`config.mk`:
```
export PLATFORM = sky130hd
export DESIGN_NAME = dmr_readback
export DESIGN_NICKNAME = d
export VERILOG_FILES = /design/src/dmr_pkg.sv /design/src/dmr_result_slot.sv /design/src/dmr_readback.sv
export VERILOG_INCLUDE_DIRS = /design/src
export SDC_FILE = /design/constraint.sdc
export NUM_CORES = 1
export LEC_CHECK = 0
export CORE_ASPECT_RATIO = 0.5
export CORE_MARGIN = 2
export CORE_UTILIZATION = 50
export CTS_CLUSTER_DIAMETER = 150
export DETAILED_ROUTE_END_ITERATION = 8
export DONT_BUFFER_PORTS = 1
export PLACE_DENSITY = 0.67
export SLEW_MARGIN = 20
export SYNTH_ARGS = -nofsm -noshare
export SYNTH_HDL_FRONTEND = slang
export SYNTH_SLANG_ARGS = --single-unit
```
`constraint.sdc`:
```
create_clock -name clk_i -period 1.4 [get_ports clk_i]
set_input_delay 0.07 -clock clk_i [delete_from_list [all_inputs] [get_ports clk_i]]
set_output_delay 0.07 -clock clk_i [all_outputs]
set_load 0.05 [all_outputs]
```
`src/dmr_defs.svh`:
```
// Register offsets, field positions and reset values of the diagnostic readback bank
`ifndef DMR_DEFS_SVH
`define DMR_DEFS_SVH
`define DMR_OFS_CFG 8'h59
`define DMR_OFS_BAT_HI 8'h5a
`define DMR_OFS_BAT_LO 8'h5b
`define DMR_OFS_BIAS_HI 8'h5c
`define DMR_OFS_BIAS_LO 8'h5d
`define DMR_OFS_INPUT_ONE_POSITIVE_HI 8'h5e
`define DMR_OFS_INPUT_ONE_POSITIVE_LO 8'h5f
`define DMR_CFG_FREEZE_BIT 0
`define DMR_CFG_UPPER_MSB 7
`define DMR_CFG_UPPER_LSB 4
`define DMR_CFG_RST 8'h00
`define DMR_RESULT_RST 12'h000
`define DMR_TAG_BAT 4'h0
`define DMR_TAG_BIAS 4'h1
`define DMR_TAG_INPUT_ONE_POSITIVE 4'h2
`endif

```
`src/dmr_pkg.sv`:
```
// Types shared by the diagnostic readback bank
package dmr_pkg;
    typedef logic [11:0] dmr_result_t;
    typedef logic [3:0] dmr_tag_t;
    typedef enum logic [1:0] {DMR_SRC_BAT, DMR_SRC_BIAS, DMR_SRC_INPUT_ONE_POSITIVE, DMR_SRC_NONE} dmr_src_t;
endpackage : dmr_pkg

```
`src/dmr_result_slot.sv`:
```
// One held result register of a monitored source
`timescale 1ns/1ps
`include "dmr_defs.svh"
module dmr_result_slot
(
    // Clock and reset
    input wire logic clk_i,
    input wire logic rst_i,
    // Update control
    input wire logic load_i,
    input wire logic freeze_i,
    input wire dmr_pkg::dmr_result_t sample_i,
    // Held value
    output dmr_pkg::dmr_result_t value_o
);
    dmr_pkg::dmr_result_t value_reg;

    always_ff @(posedge clk_i)
    begin
        if (rst_i)
            value_reg <= `DMR_RESULT_RST;
        else if (load_i && !freeze_i)
            value_reg <= sample_i;
    end

    assign value_o = value_reg;
endmodule : dmr_result_slot

```
`src/dmr_readback.sv`:
```
// Wishbone register bank for diagnostic monitor results with update freeze
//
// Local design decision: register access over Wishbone.
`timescale 1ns/1ps
`include "dmr_defs.svh"

// Notes on behaviour
// - Freeze clear: each result register reloads on each new conversion of its own source.
// - Freeze set: result registers hold their values for consistent readback.
// - Freeze control is bit 0 of config at 0x59, reset zero.
// - High register bits 7..0 show result bits 11..4, reset zero.
// - Low register bits 7..4 show result bits 3..0, reset zero.
// - Battery pair at 0x5a/0x5b, tag 0000b.
// - Bias pair at 0x5c/0x5d, tag 0001b.
// - Input one positive pair at 0x5e/0x5f, tag 0010b.
module dmr_readback
(
    // Clock and reset
    input wire logic clk_i,
    input wire logic rst_i,
    // Wishbone slave
    input wire logic wb_cyc_i,
    input wire logic wb_stb_i,
    input wire logic wb_we_i,
    input wire logic [7:0] wb_adr_i,
    input wire logic [7:0] wb_dat_i,
    input wire logic wb_sel_i,
    output logic [7:0] wb_dat_o,
    output logic wb_ack_o,
    output logic wb_err_o,
    // Converter results, same clock
    input wire logic conv_valid_i,
    input wire logic [1:0] conv_src_i,
    input wire dmr_pkg::dmr_result_t conv_data_i,
    // Status
    output logic freeze_monitor_update_o
);
    ////////////////////////////////////////////////////////////////////////
    logic [7:0] cfg_reg;
    logic ack_reg;
    logic err_reg;
    logic [7:0] rdata_reg;
    logic req;
    logic hit;
    logic [2:0] load;
    dmr_pkg::dmr_result_t bat_val;
    dmr_pkg::dmr_result_t bias_val;
    dmr_pkg::dmr_result_t input_one_positive_val;
    logic [7:0] rdata_next;
    logic freeze;

    assign req = wb_cyc_i && wb_stb_i && !ack_reg && !err_reg;
    assign freeze = cfg_reg[`DMR_CFG_FREEZE_BIT];
    assign hit = (wb_adr_i >= `DMR_OFS_CFG) && (wb_adr_i <= `DMR_OFS_INPUT_ONE_POSITIVE_LO);

    ////////////////////////////////////////////////////////////////////////
    // Configuration: upper nibble stored, bits 3..1 read zero
    always_ff @(posedge clk_i)
    begin
        if (rst_i)
            cfg_reg <= `DMR_CFG_RST;
        else if (req && wb_we_i && wb_sel_i && wb_adr_i == `DMR_OFS_CFG)
        begin
            cfg_reg[`DMR_CFG_UPPER_MSB:`DMR_CFG_UPPER_LSB] <= wb_dat_i[7:4];
            cfg_reg[3:1] <= 3'h0;
            cfg_reg[`DMR_CFG_FREEZE_BIT] <= wb_dat_i[`DMR_CFG_FREEZE_BIT];
        end
    end

    assign freeze_monitor_update_o = freeze;

    ////////////////////////////////////////////////////////////////////////
    // Result slots; a sample arriving while frozen is dropped, not queued
    always_comb
    begin
        load = 3'h0;
        if (conv_valid_i)
        begin
            case (dmr_pkg::dmr_src_t'(conv_src_i))
                dmr_pkg::DMR_SRC_BAT: load[0] = 1'b1;
                dmr_pkg::DMR_SRC_BIAS: load[1] = 1'b1;
                dmr_pkg::DMR_SRC_INPUT_ONE_POSITIVE: load[2] = 1'b1;
                default: load = 3'h0;
            endcase
        end
    end

    dmr_result_slot u_bat
    (
        .clk_i(clk_i),
        .rst_i(rst_i),
        .load_i(load[0]),
        .freeze_i(freeze),
        .sample_i(conv_data_i),
        .value_o(bat_val)
    );

    dmr_result_slot u_bias
    (
        .clk_i(clk_i),
        .rst_i(rst_i),
        .load_i(load[1]),
        .freeze_i(freeze),
        .sample_i(conv_data_i),
        .value_o(bias_val)
    );

    dmr_result_slot u_input_one_positive
    (
        .clk_i(clk_i),
        .rst_i(rst_i),
        .load_i(load[2]),
        .freeze_i(freeze),
        .sample_i(conv_data_i),
        .value_o(input_one_positive_val)
    );

    ////////////////////////////////////////////////////////////////////////
    // Read mux
    always_comb
    begin
        rdata_next = 8'h00;
        case (wb_adr_i)
            `DMR_OFS_CFG: rdata_next = cfg_reg;
            `DMR_OFS_BAT_HI: rdata_next = bat_val[11:4];
            `DMR_OFS_BAT_LO: rdata_next = {bat_val[3:0], `DMR_TAG_BAT};
            `DMR_OFS_BIAS_HI: rdata_next = bias_val[11:4];
            `DMR_OFS_BIAS_LO: rdata_next = {bias_val[3:0], `DMR_TAG_BIAS};
            `DMR_OFS_INPUT_ONE_POSITIVE_HI: rdata_next = input_one_positive_val[11:4];
            `DMR_OFS_INPUT_ONE_POSITIVE_LO: rdata_next = {input_one_positive_val[3:0], `DMR_TAG_INPUT_ONE_POSITIVE};
            default: rdata_next = 8'h00;
        endcase
    end

    ////////////////////////////////////////////////////////////////////////
    // Bus answer: one cycle after the request, held for one cycle
    always_ff @(posedge clk_i)
    begin
        if (rst_i)
        begin
            ack_reg <= 1'b0;
            err_reg <= 1'b0;
        end
        else
        begin
            ack_reg <= req && hit;
            err_reg <= req && !hit;
        end
    end

    always_ff @(posedge clk_i)
    begin
        if (rst_i)
            rdata_reg <= 8'h00;
        else if (req && !wb_we_i)
            rdata_reg <= rdata_next;
    end

    assign wb_ack_o = ack_reg;
    assign wb_err_o = err_reg;
    assign wb_dat_o = rdata_reg;
endmodule : dmr_readback

```
Word level (Yosys, flattened, before mapping)
Index checks and enable logic that the tools add are counted.
- register bits: 51
- bits in latches: 0
- memory bits (writable): 0
- memory bits (read-only): 0
- input bits: 37
- output and inout bits: 11
- word-level logic and storage cells: 42
- memories: 0
- $add $sub $neg: 0
- multipliers: 0
- divide/modulo/power cells: 0
- magnitude comparators: 2
- eq/ne operators: 9
- shift operators: 0
- muxes and demuxes: 5
- bitwise gates (word level): 0
- reduce and logical (&&, ||, !) cells: 19
- operator list (cell ; number):
    $eq A8 B7 Y1 const B ; 7
    $pmux W8 S7 ; 1
    $logic_and A1 B1 Y1 ; 13
    $ge A8 B7 Y1 const B ; 1
    $le A8 B7 Y1 const B ; 1
    $logic_not A1 Y1 ; 5
    $mux W1 ; 3
    $mux W3 ; 1
    $eq A2 B1 Y1 const B ; 1
    $eq A2 B2 Y1 const B ; 1
    $logic_not A2 Y1 ; 1

Logic depth before layout (Yosys ltp)
- word-level depth: 6
- gate-level depth with buffers: 6
- gate-level depth less buffers: 4

Hierarchy
A second synthesis with hierarchy kept.
- cell total of the unflattened synthesis: 268
- area total of the unflattened synthesis: 2682.6 sq um
- modules (own cells, without submodules) (module ; times used ; cells each ; area each (sq um) ; sequential area each (sq um)):
    dmr_result_slot ; 3 ; 54 ; 558.0 ; 240.2
    dmr_readback ; 1 ; 106 ; 1008.5 ; 300.3

Worst setup path after synthesis
No wires, ideal clock.
- kind: reg2reg
- start point: reg err_reg, in the netlist wb_err_o
- end point: reg cfg_reg[0]
- setup time: 0.072 ns
- data arrival time: 1.652 ns
- required time: 1.328 ns
- setup slack: -0.324 ns
- cell stages (with the launch flop): 5
- path buffers: 0
- period minus slack after synthesis: 1.724 ns
- path through: dfxtp_1 nand4bb_1 or3_4 nor3_4 mux2i_1
- cells in the longest elaborated chain, start to end: 5
- ends and longest elaborated chain (item ; RTL line ; source):
    start, declared ; dmr_readback.sv:41 ; logic err_reg;
    start signal, assigned ; dmr_readback.sv:147 ; err_reg <= req && !hit;
    $logic_not A1 Y1 ; dmr_readback.sv:52 ; assign req = wb_cyc_i && wb_stb_i && !ack_reg && !err_reg;
    $logic_and A1 B1 Y1 ; dmr_readback.sv:52 ;
    $logic_and A1 B1 Y1 (2 in a row) ; dmr_readback.sv:62 ; else if (req && wb_we_i && wb_sel_i && wb_adr_i == `DMR_OFS_CFG)
    $logic_and A1 B1 Y1 (no line) ; - ;
    end signal, assigned ; dmr_readback.sv:61 ; cfg_reg <= `DMR_CFG_RST;
    end signal, assigned by index ; dmr_readback.sv:64 ; cfg_reg[`DMR_CFG_UPPER_MSB:`DMR_CFG_UPPER_LSB] <= wb_dat_i[7:4];
    end signal, assigned by index ; dmr_readback.sv:66 ; cfg_reg[`DMR_CFG_FREEZE_BIT] <= wb_dat_i[`DMR_CFG_FREEZE_BIT];
    end, declared ; dmr_readback.sv:39 ; logic [7:0] cfg_reg;
No other way between the ends.
A chain may end at the register's enable or synchronous reset.

Final worst setup path
- start point: reg err_reg, in the netlist wb_err_o
- end point: reg cfg_reg[5]
Same word-level chain as after synthesis.

==> impl_summary.txt <==
----------------------------------------------------
[GRT]
  Initial antenna violation count ... 0
  Maximum number of pins on one net before global-route repair ... 57
  Residual overflow from global routing ... 0
  Wire length of the first global-routing pass ... 9410 um
  Total GRT Usage ... 24.2%
  Via count of the first global-routing pass ... 1909

[Critical path]
  Kind of start point of the critical path ... register
  Reg-to-reg slack, setup ... -0.12 ns
  Source of the critical timing path ... wb_err_o
  Worst R2R End ... cfg_reg[5]
  Start-to-end type of the worst setup path ... reg -> reg
  Worst endpoint required time ... 1.63 ns
  Arrival time of data at the critical path endpoint ... 1.75 ns
  Launch point of the worst reg-to-reg path ... wb_err_o
  Setup crit end ... cfg_reg[5]
  Largest fanout of any net on the critical path ... 5
  Capturing element type of the critical path ... register
  Reg2Reg Depth ... 4

[Finish]
  Share of final-layout standard cells stronger than drive strength 1 ... 18.8%
  Final cell count without fillers ... 376
  Layout area overhead ... 29.1%
  Number of diodes added for antenna fixing ... 0
  Combined area of the multi-input logic cells ... 1270 sq um
  Net count of the finished layout ... 355
  Filler cells ... 357
  Sequential standard cell area ... 1030 sq um

[Logic synthesis]
  Number of nets in the synthesized netlist ... 318
  Prevailing post-synth register cell ... sky130_fd_sc_hd__dfxtp_1
  Mean post-synth cell area ... 8.08 sq um
  Synth warn ... 0
  Sequential share of the synthesized area ... 45.0%
  Number of flops mapped to enable cells by yosys ... 0
  Share of flip-flops with an asynchronous set or reset after synthesis ... 0%
  Flip-flop and latch count after synthesis ... 51
  Combined area of all synthesized cells ... 2270 sq um
  Synth unique cells ... 39
  Number of instances in the synthesized netlist ... 281

[Routing]
  Detail Route met3 WL ... 462 um
  Count of antenna-violating nets left after detailed routing ... 0
  Drt wl/cell ... 16.0 um
  Initial drt markers ... 120
  Via density per instance ... 5.55
  Via count ... 2085
  Wire length on met1 ... 2850 um
  Total wirelength of the detailed-routed design ... 6030 um
  Topmost layer with routed signal wires ... met4
  Wire length on met2 ... 2710 um
  DR pass1 iterations ... 4
  Remaining routing DRC violations ... 0

[STA]
  Setup repair after global routing missed its margin ... yes
  Final worst path period need ... 1.52 ns
  Setup skew after layout ... 0.00628 ns
  Worst slew pin tran ... 0.428 ns
  Final clock period utilization by the worst path ... 108%
  Final setup violation count ... 10
  Max-slew violation total from the final report ... 0
  Count of final hold-check violations ... 0
  Setup TNS ... -0.550 ns
  Slack of the critical path ... -0.117 ns
  Worst slew margin relative to its limit ... 71.2%
  Top achievable clock speed ... 0.659 GHz

[Worst hold path]
  Path type of the worst min-delay path ... in -> reg

[Place]
  DPL Wire Length ... 3900 um
  IO Port Bufs ... 0
  Inst Count DP ... 344
  Routability Congestion ... 0.799

[Floorplanning]
  Placeable Area ... 4380 sq um
  Chip height ... 51.7 um
  FP Rows ... 17
  Initial Util ... 51.8%
  Die boundary width ... 99.3 um
  IO Count ... 48
  Floorplan die area ... 5130 sq um

[Status]
  Status ... finished with violations
  Failing checks ... setup timing

[Job]
  Max-cap violations ... 0

[Clocking]
  CTS tree ... yes
  TritonCTS buffer count ... 5
  Number of clock sinks ... 51
  H-tree depth reported by CTS ... 2
  Latest clock arrival within the worst-skew pair ... 0.30 ns
  Root cell of the clock tree ... sky130_fd_sc_hd__clkbuf_8
  Clock transition at the registers of the reported paths ... 0.09 ns
  Buffers from clock root to sink, at most ... 2

[Power and ir drop]
  Leakage power of the design ... 1.08 nW
  Power after layout ... 0.00285 W
  Power per Cell Area ... 972 nW/um^2
  Peak supply drop ... 406 uV

----------------------------------------------------
## report_power, final
part,internal [W],total [W],switching (W),leakage [nW]
clock,0.000579,0.00106,0.000477,0.0612
combinational,0.000142,0.000292,0.000150,0.602
sequential,0.00148,0.00150,0.0000171,0.415
## what timing repair did
item	CTS	global route
cloned	0	0
gates resized for setup	6	14
setup buffers	3	1
hold buffers	19	2
setup endpoints to repair	5	26
endpoints found under the hold margin	51	1
pin swaps	0	5
## worst min path at each step
stage | from | to | slack [ns] | cells after the start
finish | wb_adr_i[1] | wb_dat_o[0] | 0.06 | 3
global route | wb_stb_i | wb_ack_o | 0.06 | 3
CTS | wb_adr_i[2] | wb_ack_o | 0.0007 | 2
detailed placement | rst_i | wb_err_o | 0.15 | 1
global placement | rst_i | u_bat.value_o[5] | 0.15 | 1
floorplan | conv_data_i[5] | u_bat.value_o[5] | 0.21 | 2
## logic make-up (layout without fill, tap and decap cells)
group	after synthesis	in the layout	share of synthesized area [%]
AO/OA/AOI/OAI	63	63	16.5
buffers and inverters	20	58	3.36
flip-flops	51	51	45.0
multiplexers	17	17	8.15
AND/OR/NAND/NOR	130	130	27.1
## through the flow
step | hold slack (ns) | utilization (%) | cell area (sq um) | setup WS, ns
global placement | 0.145 | 56.7 | 2480 | -0.0447
detailed placement | 0.146 | 56.7 | 2480 | -0.0895
finish | 0.0628 | 66.9 | 2930 | -0.117
global route | 0.0594 | 66.9 | 2930 | -0.196
floorplan | 0.206 | - | 2310 | -0.108
CTS | 0.000672 | 64.9 | 2840 | -0.108
## layout make-up
type	instances	area share, %
inverter	3	0.384
multi-input combinational	210	43.4
sequential	51	35.0
clock inverter	2	1.20
timing repair buffer	47	14.7
tap	57	2.43
clock buffer	6	2.82
## cell usage in the layout, fill, tap and decap left out, drive strengths merged
| master | instances |
|---|---|
| nand2 | 83 |
| dfxtp | 51 |
| a21oi | 42 |
| buf | 27 |
| dlygate4sd3 | 20 |
| mux2i | 14 |
| nand2b | 12 |
| nor2 | 9 |
| nor3 | 7 |
| clkbuf | 6 |
| and3 | 5 |
| o21ai | 4 |
| inv | 3 |
| a221oi | 3 |
| nor2b | 3 |
| nand3 | 2 |
| o22ai | 2 |
| mux2 | 2 |
| a22o | 2 |
| a32oi | 2 |
| nand4bb | 2 |
| nor4bb | 1 |
| nor3b | 1 |
| or3b | 1 |
| or3 | 1 |
| and2 | 1 |
| or2 | 1 |
| o2bb2ai | 1 |
| a221o | 1 |
| a211oi | 1 |
| nand3b | 1 |
| mux4 | 1 |
| o221ai | 1 |
| o2111ai | 1 |
| o211a | 1 |
| o311ai | 1 |
| o211ai | 1 |
| bufinv | 1 |
| clkinv | 1 |
## synthesized netlist by cell type (3+ instances only)
cell type	instances	area share, %
sky130_fd_sc_hd__nand2b_1	12	3.3
sky130_fd_sc_hd__dfxtp_1	51	45
sky130_fd_sc_hd__and3_1	5	1.4
sky130_fd_sc_hd__a21oi_1	42	9.3
sky130_fd_sc_hd__nand2_1	83	14
sky130_fd_sc_hd__a221oi_1	3	1.2
sky130_fd_sc_hd__mux2i_1	14	6.2
sky130_fd_sc_hd__nor3_1	5	1.1
sky130_fd_sc_hd__nor2b_1	3	0.83
sky130_fd_sc_hd__o21ai_0	4	0.88
sky130_fd_sc_hd__inv_1	3	0.50
sky130_fd_sc_hd__nor2_1	9	1.5
sky130_fd_sc_hd__clkbuf_1	14	2.3
## metal layers
layer / vias up / track usage [%]
met5: - / 0
met4: 0 / 6.39
met3: 3 / 5.78
met2: 68 / 37.6
met1: 981 / 34.1
li1: 1033 / -
## critical path: stages (launching register included)
cell and delay, ns:
sky130_fd_sc_hd__dfxtp_4 0.35, sky130_fd_sc_hd__nand4bb_4 0.23, sky130_fd_sc_hd__or3_4 0.36, sky130_fd_sc_hd__nor3_4 0.27
sky130_fd_sc_hd__mux2i_1 0.24
No activity file was read; power rests on OpenSTA's default activity.
